--- src/sgp_pkg.sv ---
package sgp_pkg;

    // widths
    localparam int unsigned PORT_W = 6;
    localparam int unsigned IRQ_W  = 4;
    localparam int unsigned ADDR_W = 2;
    localparam int unsigned DATA_W = 8;

    // register offsets
    localparam logic [ADDR_W-1:0] OFS_PORT_PIN_DATA      = 2'h0;
    localparam logic [ADDR_W-1:0] OFS_PORT_PIN_DIRECTION = 2'h1;
    localparam logic [ADDR_W-1:0] OFS_PULLDOWN_INHIBIT   = 2'h2;
    localparam logic [ADDR_W-1:0] OFS_OPTION_REGISTER    = 2'h3;

    // pulldown inhibit control field positions
    localparam int unsigned PD_THIRD_LOWER_BIT = 6;
    localparam int unsigned PD_THIRD_UPPER_BIT = 7;

    // option register field positions
    localparam int unsigned OPT_GLOBAL_PD_DISABLE_BIT = 0;
    localparam int unsigned OPT_PORT_IRQ_BIT          = 1;
    localparam int unsigned OPT_LEVEL_SENSE_BIT       = 2;
    localparam int unsigned OPT_W                     = 3;

    // pins that the comparators may drive
    localparam int unsigned CMP_PIN_LO = 4;
    localparam int unsigned CMP_W      = 2;

    // reset values, and the filler read from the write-only register
    localparam logic [PORT_W-1:0] DIR_RST     = 6'h00;
    localparam logic [PORT_W-1:0] PD_INH_RST  = 6'h00;
    localparam logic [OPT_W-1:0]  OPT_RST     = 3'h0;
    localparam logic [DATA_W-1:0] RDATA_RST   = 8'h00;
    localparam logic [DATA_W-1:0] RDATA_UNDEF = 8'h00;

    // bus request from the processor side
    typedef struct packed {
        logic [ADDR_W-1:0] addr;
        logic [DATA_W-1:0] wdata;
        logic              wr;
        logic              rd;
    } sgp_bus_req_s;

    // pad controls for the six pins
    typedef struct packed {
        logic [PORT_W-1:0] out;
        logic [PORT_W-1:0] oe;
        logic [PORT_W-1:0] pd_en;
    } sgp_pad_s;

    // all controlled state of the port except the data latch
    typedef struct packed {
        logic [PORT_W-1:0] dir;
        logic [PORT_W-1:0] pd_inh;
        logic              third_upper_inh;
        logic              third_lower_inh;
        logic [OPT_W-1:0]  opt;
        logic [IRQ_W-1:0]  pins_prev;
        logic              edge_pend;
        logic              irq;
        logic              third_upper_pd;
        logic              third_lower_pd;
        logic              int_pin_level;
        sgp_pad_s          pad;
        logic [DATA_W-1:0] rdata;
    } sgp_state_s;

endpackage : sgp_pkg

--- src/sgp_port.sv ---
`timescale 1ns/100ps

module sgp_port (
    // clock and reset
    input  wire logic                          ref_clk_i,
    input  wire logic                          rst_n_i,
    // register port
    input  wire sgp_pkg::sgp_bus_req_s         bus_req_i,
    output logic [sgp_pkg::DATA_W-1:0]         rdata_o,
    // pins
    input  wire logic [sgp_pkg::PORT_W-1:0]    port_pins_i,
    output sgp_pkg::sgp_pad_s                  pad_o,
    // comparator drive onto the top two pins
    input  wire logic [sgp_pkg::CMP_W-1:0]     cmp_drive_i,
    // dedicated interrupt pin and branch test level
    input  wire logic                          int_pin_i,
    output logic                               int_pin_level_o,
    // port interrupt request and acknowledge
    input  wire logic                          irq_ack_i,
    output logic                               irq_o,
    // third port pulldown permits, gated by its own direction outside
    output logic                               third_upper_pd_o,
    output logic                               third_lower_pd_o
);

    ////////////////////////////////////////////////////////////////////////////
    // reset release and input synchronisers

    logic [1:0]                      rst_sync;
    logic                            rst_n;
    logic [sgp_pkg::PORT_W-1:0]      pins_meta;
    logic [sgp_pkg::PORT_W-1:0]      pins_sync;
    logic                            int_meta;
    logic                            int_sync;

    // release is synchronised so every flop reset by rst_n leaves reset on the same edge
    always_ff @(posedge ref_clk_i or negedge rst_n_i) begin
        if (!rst_n_i) begin
            rst_sync <= 2'h0;
        end else begin
            rst_sync <= {rst_sync[0], 1'b1};
        end
    end
    assign rst_n = rst_sync[1];

    // pins are asynchronous; first stage feeds only the second
    always_ff @(posedge ref_clk_i or negedge rst_n) begin
        if (!rst_n) begin
            pins_meta <= 6'h00;
            pins_sync <= 6'h00;
            int_meta  <= 1'b1;
            int_sync  <= 1'b1;
        end else begin
            pins_meta <= port_pins_i;
            pins_sync <= pins_meta;
            int_meta  <= int_pin_i;
            int_sync  <= int_meta;
        end
    end

    ////////////////////////////////////////////////////////////////////////////
    // data latch, deliberately outside reset

    logic [sgp_pkg::PORT_W-1:0]      data_latch;
    logic [sgp_pkg::PORT_W-1:0]      next_data_latch;
    logic                            wr_data;

    assign wr_data = bus_req_i.wr && (bus_req_i.addr == sgp_pkg::OFS_PORT_PIN_DATA);

    // any write lands, input or output; unused upper bits dropped
    always_comb begin
        next_data_latch = data_latch;
        if (wr_data) begin
            next_data_latch = bus_req_i.wdata[sgp_pkg::PORT_W-1:0];
        end
    end

    // no reset term: latch contents survive a reset
    always_ff @(posedge ref_clk_i) begin
        data_latch <= next_data_latch;
    end

    ////////////////////////////////////////////////////////////////////////////
    // control state

    sgp_pkg::sgp_state_s             st;
    sgp_pkg::sgp_state_s             next_st;
    logic                            pd_global_off;
    logic [sgp_pkg::IRQ_W-1:0]       irq_pins;
    logic                            irq_en;
    logic                            edge_seen;

    assign pd_global_off = st.opt[sgp_pkg::OPT_GLOBAL_PD_DISABLE_BIT];
    assign irq_en        = st.opt[sgp_pkg::OPT_PORT_IRQ_BIT];
    assign irq_pins      = pins_sync[sgp_pkg::IRQ_W-1:0];
    assign edge_seen     = |(irq_pins & ~st.pins_prev);

    // register writes, reads, interrupt sensing and pad drive
    always_comb begin
        next_st = st;
        next_st.pins_prev = irq_pins;

        // register writes
        if (bus_req_i.wr) begin
            case (bus_req_i.addr)
                sgp_pkg::OFS_PORT_PIN_DIRECTION: begin
                    next_st.dir = bus_req_i.wdata[sgp_pkg::PORT_W-1:0];
                end
                sgp_pkg::OFS_PULLDOWN_INHIBIT: begin
                    next_st.pd_inh = bus_req_i.wdata[sgp_pkg::PORT_W-1:0];
                    next_st.third_upper_inh =
                        bus_req_i.wdata[sgp_pkg::PD_THIRD_UPPER_BIT];
                    next_st.third_lower_inh =
                        bus_req_i.wdata[sgp_pkg::PD_THIRD_LOWER_BIT];
                end
                sgp_pkg::OFS_OPTION_REGISTER: begin
                    next_st.opt = bus_req_i.wdata[sgp_pkg::OPT_W-1:0];
                end
                default: begin
                    next_st.opt = st.opt;
                end
            endcase
        end

        // read data, valid the cycle after the strobe only
        next_st.rdata = sgp_pkg::RDATA_RST;
        if (bus_req_i.rd) begin
            case (bus_req_i.addr)
                sgp_pkg::OFS_PORT_PIN_DATA: begin
                    // outputs read the latch, inputs read the pin
                    next_st.rdata = {2'h0, (st.dir & data_latch)
                                          | (~st.dir & pins_sync)};
                end
                sgp_pkg::OFS_PORT_PIN_DIRECTION: begin
                    next_st.rdata = {2'h0, st.dir};
                end
                sgp_pkg::OFS_PULLDOWN_INHIBIT: begin
                    next_st.rdata = sgp_pkg::RDATA_UNDEF;
                end
                default: begin
                    next_st.rdata = {5'h00, st.opt};
                end
            endcase
        end

        // edge latch; a new edge beats a same-cycle acknowledge
        if (irq_ack_i) begin
            next_st.edge_pend = 1'b0;
        end
        if (irq_en && edge_seen) begin
            next_st.edge_pend = 1'b1;
        end
        if (!irq_en) begin
            next_st.edge_pend = 1'b0;
        end
        next_st.irq = irq_en && (next_st.edge_pend
                      || (st.opt[sgp_pkg::OPT_LEVEL_SENSE_BIT] && |irq_pins));

        // branch test follows the dedicated pin alone
        next_st.int_pin_level = int_sync;

        // pad drive, from the state being loaded this edge
        next_st.pad.oe  = next_st.dir;
        next_st.pad.out = next_data_latch;
        // comparators only reach a pin that software made an output
        next_st.pad.out[sgp_pkg::CMP_PIN_LO +: sgp_pkg::CMP_W] =
            next_data_latch[sgp_pkg::CMP_PIN_LO +: sgp_pkg::CMP_W]
            | (cmp_drive_i & next_st.dir[sgp_pkg::CMP_PIN_LO +: sgp_pkg::CMP_W]);
        next_st.pad.pd_en = next_st.opt[sgp_pkg::OPT_GLOBAL_PD_DISABLE_BIT]
                            ? 6'h00
                            : (~next_st.pd_inh & ~next_st.dir);
        next_st.third_upper_pd = !next_st.opt[sgp_pkg::OPT_GLOBAL_PD_DISABLE_BIT]
                                 && !next_st.third_upper_inh;
        next_st.third_lower_pd = !next_st.opt[sgp_pkg::OPT_GLOBAL_PD_DISABLE_BIT]
                                 && !next_st.third_lower_inh;
    end

    // reset brings inputs everywhere, pulldowns all on
    always_ff @(posedge ref_clk_i or negedge rst_n) begin
        if (!rst_n) begin
            st                 <= '0;
            st.dir             <= sgp_pkg::DIR_RST;
            st.pd_inh          <= sgp_pkg::PD_INH_RST;
            st.third_upper_inh <= 1'b0;
            st.third_lower_inh <= 1'b0;
            st.opt             <= sgp_pkg::OPT_RST;
            st.int_pin_level   <= 1'b1;
            st.third_upper_pd  <= 1'b1;
            st.third_lower_pd  <= 1'b1;
            st.pad.pd_en       <= 6'h3f;
            st.rdata           <= sgp_pkg::RDATA_RST;
        end else begin
            st <= next_st;
        end
    end

    // every output straight from a flop
    assign rdata_o          = st.rdata;
    assign pad_o            = st.pad;
    assign int_pin_level_o  = st.int_pin_level;
    assign irq_o            = st.irq;
    assign third_upper_pd_o = st.third_upper_pd;
    assign third_lower_pd_o = st.third_lower_pd;
endmodule : sgp_port

--- config.mk ---
export PLATFORM = sky130hd
export DESIGN_NAME = sgp_port
export DESIGN_NICKNAME = d
export VERILOG_FILES = /design/src/sgp_pkg.sv /design/src/sgp_port.sv
export SDC_FILE = /design/constraint.sdc
export NUM_CORES = 1
export LEC_CHECK = 0
export BUFFER_PORTS_ARGS = -buffer_cell sky130_fd_sc_hd__buf_2
export CORE_MARGIN = 8
export CORE_UTILIZATION = 45
export CTS_CLUSTER_SIZE = 20
export DETAILED_ROUTE_END_ITERATION = 12
export GPL_TIMING_DRIVEN = 0
export PLACE_DENSITY = 0.67
export SYNTH_ARGS = -nofsm -noshare
export SYNTH_HDL_FRONTEND = slang
export SYNTH_SLANG_ARGS = --single-unit
--- constraint.sdc ---
create_clock -name ref_clk_i -period 2.7 [get_ports ref_clk_i]
set_clock_uncertainty 0.1 [all_clocks]
set_input_delay 0.54 -clock ref_clk_i [delete_from_list [all_inputs] [get_ports ref_clk_i]]
set_output_delay 0.54 -clock ref_clk_i [all_outputs]
set_load 0.01 [all_outputs]
* Word level (Yosys, flattened, before mapping)
Cells that the tools add are included.
** Operators by class
- Equal/unequal tests :: 3
- Muxes and demuxes :: 11
- Bitwise operators :: 11
- Reduce and logical (&&, ||, !) cells :: 14
** Operators with widths (number)
- $mux 6 :: 4
- $and 6x6->6 :: 3
- $not 6->6 :: 3
- $pmux 6 s3 :: 1
- $mux 17 :: 1
- $mux 8 :: 1
- $reduce_or 4->1 :: 2
- $logic_and 1x1->1 :: 6
- $or 6x6->6 :: 1
- $and 4x4->4 :: 1
- $eq 2x2->1 const B :: 2
- $not 4->4 :: 1
- $logic_not 1->1 :: 3
- $mux 1 :: 3
- $mux 3 :: 1
- $and 2x2->2 :: 1
- $eq 2x1->1 const B :: 1
- $logic_not 2->1 :: 1
- $or 2x2->2 :: 1
- $reduce_and 2->1 :: 1
- $logic_or 1x1->1 :: 1
** Storage, ports and cells
- Register bits after elaboration :: 68
- Bits of input ports :: 24
- Output and inout bits :: 30
- Word-level logic and storage cells :: 60

* Longest topological paths before layout
Gate-level depths: netlist of run 1.
- Word-level depth :: 8
- Depth in mapped cells :: 5
- Gate-level depth less buffers :: 4

* Worst setup path after synthesis of run 1
Ideal clock, no wire load.
- Kind :: input to register
- Start :: input port bus_req_i[11] (netlist name)
- End :: register st (netlist bit pad_o[12])
- Library setup time :: 0.127 ns
- Data arrival time :: 1.336 ns
- Data required time :: 2.473 ns
- Slack :: 1.138 ns
- Stages :: 3
- Buffers on the path :: 1
- Cell sequence :: buf_6 nor3b_4 mux2_4
** On the way
- Longest elaborated chain between the ends :: 3
** RTL lines
- start, declared :: line sgp_port.sv:8 : input wire sgp_pkg::sgp_bus_req_s bus_req_i,
- $logic_not 2->1 :: line sgp_port.sv:68 : assign wr_data = bus_req_i.wr && (bus_req_i.addr == sgp_pkg::OFS_PORT_PIN_DATA);
- $logic_and 1x1->1 :: line sgp_port.sv:68
- $mux 6 :: line sgp_port.sv:73 : if (wr_data) begin
- named net next_data_latch, one bit :: line sgp_port.sv:65 : logic [sgp_pkg::PORT_W-1:0] next_data_latch;
- end signal, assigned :: line sgp_port.sv:193 : st <= next_st;
- end, declared :: line sgp_port.sv:86 : sgp_pkg::sgp_state_s st;
The timed path passes the listed nets, and every way through them passes these cells.
A chain may end at the register's enable or synchronous reset.

* Final worst setup path of run 1
- Start :: register st (netlist bit pad_o[8])
- End :: output port pad_o[8] (netlist name)
** RTL lines
- end, declared :: line sgp_port.sv:12 : output sgp_pkg::sgp_pad_s pad_o,
No word-level cell between the ends.

==> flow_summary.ini, run 1 <==
[clock_tree]
htree_num_levels = 3
cts_tree = yes
clock_latency_ns = 0.34
cts-buffers-inserted = 9
clkTransAtPathRegs_ns = 0.07
clockRootBuffer = clkbuf_8
postCtsHoldBufs = 1
cts.path.max_buffers = 2
clock-sinks = 66
post-cts-setup-buffers = 0
cts_resized = 0

[synthesis]
syn_inst = 221
yosys_warnings = 0
yosys-top-cells-area = dfrtp_1 46%, dfstp_2 11%, buf_4 7.9%
yosys.area.top_type = dfrtp_1
yosysMostFrequentCell = dfrtp_1
syn_avg_cell_area_um2 = 12.09
yosys_most_used_dff = dfrtp_1
syn_area_um2 = 2671
async_reset_ff_frac = 0.9091
synth_top_area_frac = 0.4590
ys_ff_latch = 66
synth_cell_types = 35
yosysSeqAreaShare = 0.6122
synthTopCellsByCount = 49 x dfrtp_1, 35 x nand2_1, 28 x buf_4
synth_edf_count = 0

[flow_run]
drv_cap = 0

[worst_setup_path]
required_ns = 2.06
path_delay_family = flip-flops
cpMaxStageDelayCell = dfrtp_1
critical_path_depth = 2
worst-path-buf-inv = 2
criticalPathCategory = reg -> out
crit_arrival_ns = 1.06
end_kind = output port
cp_cell_sequence = buf_4 > buf_2
cp-start-kind = register
slowest_delay_ns = 0.45
r2r_cells = 3
crit_fanout = 6

[run_status]
status = finished clean

[min_path]
hp-class = reg -> async

[floorplan]
die_x_um = 93.05
fp.dieH_um = 93.05
fp-row-count = 28
dieArea_um2 = 8657
start_util = 0.4593
core_area_um2 = 5816
pin_count = 54

[route]
ant_nets = 0
vias = 1706
wirelength_um = 5090
dr.pass1.iters = 4
via_per_inst = 4.674
wl_per_cell_um = 13.95
drt_iter0_drc = 64
drcViolationCount = 0

[global_routing]
grt_first_pass_wirelength_um = 8521
grt_pass1_vias = 1708
overflow = 0
grt_start_max_net_pins = 39
antenna_found_initial = 0
gr-usage-all-layers = 0.1287

[place]
gp_congestion = 0.7650
port_buffers = 50
hpwl_um = 3685

[sta]
fmax_ghz = 0.5866
maxSlewViolCount = 0
period_share = 0.6314
hold_viol_final = 0
setup_violations = 0
min_period_ns = 1.705
rsz0062_at_grt = no
relSlewSlack = 0.6573
fin_setup_tns_ns = 0
worst_pin_slew_ns = 0.5136

[power_and_ir_drop]
peakVddDrop_mv = 0.3295
leakage_nw = 1.612
p_per_area_nw_per_um2 = 731.9
total_power_w = 0.002365

[cells_and_area]
diodes = 0
drive_gt1_frac = 0.4207
syn2layout_area_growth_pct = 20.94
nNetsFinal = 309
state kept, by name (all words and copies together) (netlist names):
signal / count
third_lower_pd_o: 1
int_meta: 1
pd_global_off: 1
data_latch: 6
int_sync: 1
rdata_o: 6
third_upper_pd_o: 1
st: 14
irq_en: 1
rst_sync: 2
irq_o: 1
pad_o: 18
pins_meta: 6
pins_sync: 6
int_pin_level_o: 1
report_power, final:
part / total [W] / internal, W / switching [W]
sequential: 0.00121 / 0.00114 / 0.0000716
combinational: 0.000417 / 0.000229 / 0.000187
clock: 0.000740 / 0.000411 / 0.000330
total: 0.00236 / 0.00178 / 0.000588
layout by cell type (no fill, tap or decap), drive strengths merged, types with 6 or more instances in the layout:
cell,Yosys,layout
dfxtp,6,6
nand2,35,35
a21oi,9,9
dfstp,11,11
dfrtp,49,49
buf,33,84
clkbuf,0,16
o21ai,15,15
inv,9,9
mux2,8,8
worst register-to-register path, stage by stage, from the launching register on:
cell,delay [ns]
dfrtp_1,0.45
or3b_1,0.37
a21oi_1,0.14
o21a_1,0.14
per-layer routing:
layer,up-vias,wire [um],GRT usage
met5,-,0,0
met4,0,93,0.07651
met3,7,374,0.04407
met2,47,2481,0.2012
met1,810,2140,0.1506
li1,842,-,-
path summary, 6_finish.rpt:
| check | startpoint | end | slack (ns) |
|---|---|---|---|
| max | pad_o[8]$_DFF_PN0_ | pad_o[8] | 1.0 |
| min | rst_sync[1]$_DFF_PN0_ | pins_meta[3]$_DFF_PN0_ | 0.12 |
| max reg2reg | pad_o[8]$_DFF_PN0_ | rdata_o[2]$_DFF_PN0_ | 1.44 |
| min in group ref_clk_i | port_pins_i[1] | pins_meta[1]$_DFF_PN0_ | 0.21 |
| min reg2reg | rst_sync[1]$_DFF_PN0_ | pins_meta[3]$_DFF_PN0_ | 0.12 |
| max in group asynchronous | rst_sync[1]$_DFF_PN0_ | third_upper_pd_o$_DFF_PN1_ | 1.76 |
final cells by class:
class	count	area [um2]
inverter	9	33.78
fill	523	2585
buffer	33	266.5
tap	75	93.84
multi-input combinational	114	739.5
timing repair buffer	52	280.3
clock buffer	16	180.2
sequential	66	1637
kinds of logic (layout without fill, tap and decap cells):
family	after synthesis	after routing	synth area share
other	2	3	0.002811
AO/OA/AOI/OAI	37	37	0.08244
multiplexers	12	12	0.06183
buffers and inverters	42	110	0.1124
AND/OR/NAND/NOR	62	62	0.1283
flip-flops	66	66	0.6122
through the flow:
stage | cell area (um2) | setup slack, ns | cells | hold WS, ns | utilization
after floorplan | 2675 | 0.8250 | 222 | 0.1444 | -
after global placement | 3019 | 0.2140 | 347 | 0.2257 | 0.5191
after detailed placement | 3040 | 0.8243 | 348 | 0.1306 | 0.5228
after CTS | 3231 | 0.9777 | 365 | 0.1369 | 0.5555
after global routing | 3231 | 0.9361 | 365 | 0.1675 | 0.5555
final | 3231 | 0.9951 | 365 | 0.1216 | 0.5555
No activity file was read; power rests on OpenSTA's default activity.
==> run 2: changes to the inputs <==
==> constraint.sdc (replaced) <==
create_clock -name ref_clk_i -period 1.6 [get_ports ref_clk_i]
set_clock_uncertainty 0.1 [all_clocks]
set_input_delay 0.32 -clock ref_clk_i [delete_from_list [all_inputs] [get_ports ref_clk_i]]
set_output_delay 0.32 -clock ref_clk_i [all_outputs]
set_load 0.01 [all_outputs]
==> run 2 against run 1 <==
Against the previous run: clock power up 65%; setup slack worse by 0.88 ns; register-to-register slack worse by 1.1 ns; critical path type unchanged; core utilization up 0.73 points; die area unchanged; power up 68%; first-iteration DRC count up 9.4%; non-clock buffer count up 6; largest power group unchanged; count of clock-buffer cells in the layout unchanged; hold slack worse by 0.00081 ns.
==> flow_summary.ini, run 2 (same netlist as run 1, synthesis figures left out) <==
[run_status]
status = finished clean

[route]
top_layer = met4
wl_met2_um = 2445
vias = 1732
wirelength_um = 5128
met3_length_um = 388
ant_nets = 0
drcViolationCount = 0
drt_iter0_drc = 70
drt-met1-wl_um = 2083
wl_per_cell_um = 13.82
dr.pass1.iters = 4
via_per_inst = 4.668

[worst_setup_path]
required_ns = 1.18
critical_path_depth = 2
worstReg2RegEnd = rdata_o[2]$_DFF_PN0_
slowest_delay_ns = 0.52
path_delay_family = flip-flops
cp_cell_sequence = buf_4 > buf_2
crit_fanout = 1
crit_start = pad_o[3]$_DFF_PN1_
end_kind = output port
crit_arrival_ns = 1.06
r2r-start = pad_o[8]$_DFF_PN0_
cp-start-kind = register
r2r_setup_slack_ns = 0.35
r2r_cells = 3
worst-path-buf-inv = 2
criticalPathCategory = reg -> out
cpMaxStageDelayCell = dfstp_2
cp-endpoint = pad_o[3]

[min_path]
min_path_cells = 3
hp-class = in -> reg

[place]
gp_congestion = 0.7747
dpl_worst_slack_ns = -0.05953
port_buffers = 50
hpwl_um = 3572
dpl_cell_area_um2 = 3020

[power_and_ir_drop]
swShare = 0.2527
p_comb_frac = 0.175
cell_internal_pwr_w = 0.002962
leakage_nw = 1.626
p_clk_frac = 0.307
seqPwrFrac = 0.518
peakVddDrop_mv = 0.5615
p_per_area_nw_per_um2 = 1211
p_sw_w = 0.001001
total_power_w = 0.003963

[sta]
min_period_ns = 1.483
setup_violations = 0
fin_hold_ws_ns = 0.1208
rsz0062_at_grt = no
period_share = 0.9270
relSlewSlack = 0.5318
worst_pin_slew_ns = 0.7024
fmax_ghz = 0.6742
setup_slack_ns = 0.1168
hold_viol_final = 0
maxSlewViolCount = 0

[floorplan]
start_util = 0.4593
fp.dieH_um = 93.05
fp-row-count = 28
die_x_um = 93.05
pin_count = 54
dieArea_um2 = 8657
core_area_um2 = 5816

[cells_and_area]
diodes = 0
stdcell_area_um2 = 3273
final_common_cell = buf_2
nNetsFinal = 315
fill_cells = 536
drive_gt1_frac = 0.4054
syn2layout_area_growth_pct = 22.53
largest_reg_flops = 18
final_cell_mix = 50 x buf_2, 48 x dfrtp_1, 35 x nand2_1

[global_routing]
grt_start_max_net_pins = 59
antenna_found_initial = 0
grt_pass1_vias = 1813
overflow = 0
gr-usage-all-layers = 0.1337
grt_first_pass_wirelength_um = 8625

[clock_tree]
clock_latency_ns = 0.34
post-cts-setup-buffers = 0
cts_tree = yes
htree_num_levels = 3
cts.path.max_buffers = 2
clockRootBuffer = clkbuf_8
clkTransAtPathRegs_ns = 0.07
cts-buffers-inserted = 9
clock-sinks = 66

[flow_run]
drv_cap = 0
## run 2: worst reg2reg max path, cell delays in order (launching register included)
cell	delay (ns)
dfrtp_1	0.44
or3b_1	0.37
a21oi_1	0.14
o21a_1	0.14
## run 2: power groups by stage
stage / combinational, W / sequential, W / clock (W)
global placement: 0.000677 / 0.00208 / 0
detailed placement: 0.000691 / 0.00208 / 0
CTS: 0.000709 / 0.00206 / 0.00126
global route: 0.000782 / 0.00209 / 0.00132
finish: 0.000695 / 0.00205 / 0.00122
floorplan: 0.000473 / 0.00206 / 0
## run 2: repair_timing
action,in CTS,in global routing
hold buffers,8,0
hold endpoints to repair,9,0
endpoints found under the setup margin,0,30
gates resized for setup,0,1
## run 2: worst min-delay path by stage
stage | startpoint | end
finish | bus_req_i[5] | st[43]$_DFF_PN0_
global route | bus_req_i[9] | st[39]$_DFF_PN0_
CTS | bus_req_i[5] | st[43]$_DFF_PN0_
detailed placement | rst_n_i | rst_sync[0]$_DFF_PN0_
global placement | rst_n_i | rst_sync[0]$_DFF_PN0_
floorplan | rst_n_i | rst_sync[0]$_DFF_PN0_
## run 2: area by class of cell
type	count	area [um2]	share of cell area
Inverter	9	33.78	0.01032
Timing Repair Buffer	58	330.3	0.1009
Sequential cell	66	1639	0.5008
Tap cell	75	93.84	0.02867
Multi-Input combinational cell	114	739.5	0.2259
Buffer	33	266.5	0.08142
Clock buffer	16	170.2	0.05199
## run 2: per-layer routing
metal	GRT usage	vias up
met5	0	-
li1	-	849
met2	0.2071	41
met1	0.1433	828
met3	0.04808	14
met4	0.1154	0
## run 2: per-stage QoR
| stage | TNS [ns] | std cells | utilization |
|---|---|---|---|
| finish | 0 | 371 | 0.5628 |
| global route | 0 | 371 | 0.5628 |
| CTS | 0 | 371 | 0.5624 |
| detailed placement | -0.4405 | 347 | 0.5194 |
| global placement | -0.3954 | 347 | 0.5194 |
| floorplan | 0 | 222 | - |
==> run 3: changes to the inputs <==
--- a/config.mk
+++ b/config.mk
@@ -7,11 +7,10 @@
 export LEC_CHECK = 0
 export BUFFER_PORTS_ARGS = -buffer_cell sky130_fd_sc_hd__buf_2
 export CORE_MARGIN = 8
-export CORE_UTILIZATION = 45
+export CORE_UTILIZATION = 32
 export CTS_CLUSTER_SIZE = 20
 export DETAILED_ROUTE_END_ITERATION = 12
 export GPL_TIMING_DRIVEN = 0
-export PLACE_DENSITY = 0.67
 export SYNTH_ARGS = -nofsm -noshare
 export SYNTH_HDL_FRONTEND = slang
 export SYNTH_SLANG_ARGS = --single-unit
==> run 3 against run 2 <==
Against the previous run: routed wire length grew 8.0%; largest cell class unchanged; setup slack lost 0.013 ns; non-clock buffer count stayed put; via count increased by 2.3%; largest power group unchanged; global-route usage fell by 2.9 points; register-to-register slack is essentially flat; critical path depth stayed put.
==> flow_summary.ini, run 3 (same netlist as run 1, synthesis figures left out) <==
[cells_and_area]
diodes = 0
final_common_cell = buf_2
syn2layout_area_growth_pct = 26.98
nNetsFinal = 315
final_cell_mix = 50 x buf_2, 48 x dfrtp_1, 35 x nand2_1
fill_cells = 788
largest_reg_flops = 18
drive_gt1_frac = 0.4223

[worst_setup_path]
end_kind = output port
crit_start = pad_o[8]$_DFF_PN0_
criticalPathCategory = reg -> out
slowest_delay_ns = 0.45
worst-path-buf-inv = 2
r2r_setup_slack_ns = 0.34
path_delay_family = flip-flops
required_ns = 1.18
cp_cell_sequence = buf_4 > buf_2
r2r-start = pad_o[8]$_DFF_PN0_
crit_fanout = 6
cpMaxStageDelayCell = dfrtp_1
crit_arrival_ns = 1.08
cp-start-kind = register

[clock_tree]
cts.path.max_buffers = 2
cts_tree = yes
clock_latency_ns = 0.34
clock-sinks = 66
clockRootBuffer = clkbuf_8
clkTransAtPathRegs_ns = 0.07
cts-buffers-inserted = 9
post-cts-setup-buffers = 0
htree_num_levels = 3
cts_resized = 0
postCtsHoldBufs = 8

[floorplan]
start_util = 0.3268
die_x_um = 107.4
fp.dieH_um = 107.4
fp-row-count = 33
dieArea_um2 = 11530
core_area_um2 = 8175
pin_count = 54

[route]
drcViolationCount = 0
ant_nets = 0
via_per_inst = 4.416
wl_per_cell_um = 13.81
vias = 1771
dr.pass1.iters = 5
drt_iter0_drc = 84
wirelength_um = 5539

[place]
dpl_worst_slack_ns = -0.06324
port_buffers = 50
hpwl_um = 3863
gp_congestion = 0.7329

[power_and_ir_drop]
p_per_area_nw_per_um2 = 1321
peakVddDrop_mv = 0.6098
leakage_nw = 1.671

[sta]
hold_viol_final = 0
setup_slack_ns = 0.1039
maxSlewViolCount = 0
fmax_ghz = 0.6684
rsz0062_at_grt = no
setup_violations = 0
worst_pin_slew_ns = 0.7349
min_period_ns = 1.496
relSlewSlack = 0.5100
fin_setup_tns_ns = 0
period_share = 0.9351

[global_routing]
gr-usage-all-layers = 0.1048
antenna_found_initial = 0
grt_first_pass_wirelength_um = 9218
overflow = 0
grt_pass1_vias = 1843
grt_start_max_net_pins = 59

[run_status]
status = finished clean

[flow_run]
drv_cap = 0

[min_path]
hold_path_startpoint = bus_req_i[9]
hp-class = in -> reg
## run 3: cell types whose count changed in the layout (fill, tap and decap cells not counted)
cell       previous run  this run
clkbuf_1              5         0
bufinv_16             0         3
clkinv_2              0         2
## run 3: power breakdown
| group | switching, W | internal [W] |
|---|---|---|
| clock network | 0.000607 | 0.00111 |
| registers | 0.000138 | 0.00192 |
| logic | 0.000312 | 0.000394 |
| total | 0.00106 | 0.00342 |
## run 3: layout make-up
cell class | count | area, um2 | area share
flip-flops and latches | 66 | 1639 | 0.4832
multi-input cells | 114 | 739.5 | 0.2180
repair buffers | 58 | 330.3 | 0.09738
plain buffers | 33 | 266.5 | 0.07857
clock buffers | 11 | 151.4 | 0.04463
well taps | 105 | 131.4 | 0.03873
clock inverters | 5 | 100.1 | 0.02951
inverters | 9 | 33.78 | 0.009959
## run 3: worst min-delay path: stages
cell    delay [ns]
buf_2         0.08
mux2_4        0.13
nor2_1        0.03
## run 3: routing by layer
layer,up-vias,GRT usage,share of wire
met4,0,0.07532,0.033
li1,858,-,-
met3,13,0.04012,0.063
met5,-,0,0
met1,846,0.1227,0.44
met2,54,0.1545,0.47
## run 3: worst paths after layout
kind / endpoint / cells after the start
max: pad_o[8] / 2
min: third_upper_pd_o$_DFF_PN1_ / 3
max reg2reg: rdata_o[2]$_DFF_PN0_ / 3
min reg2reg: pins_sync[5]$_DFF_PN0_ / 0
max in group asynchronous: pad_o[7]$_DFF_PN0_ / 0
min in group asynchronous: rst_sync[1]$_DFF_PN0_ / 2
## run 3: stage by stage
stage,cell area (um2),utilization,hold slack [ns],cells,total power [W]
after floorplan,2676,-,-0.07559,222,0.002529
after global placement,3058,0.3740,0.005551,377,0.002770
after detailed placement,3058,0.3740,0.005314,377,0.002785
after CTS,3390,0.4146,0.1008,401,0.004553
after global routing,3392,0.4149,0.1138,401,0.004733
final,3392,0.4149,0.1312,401,0.004481
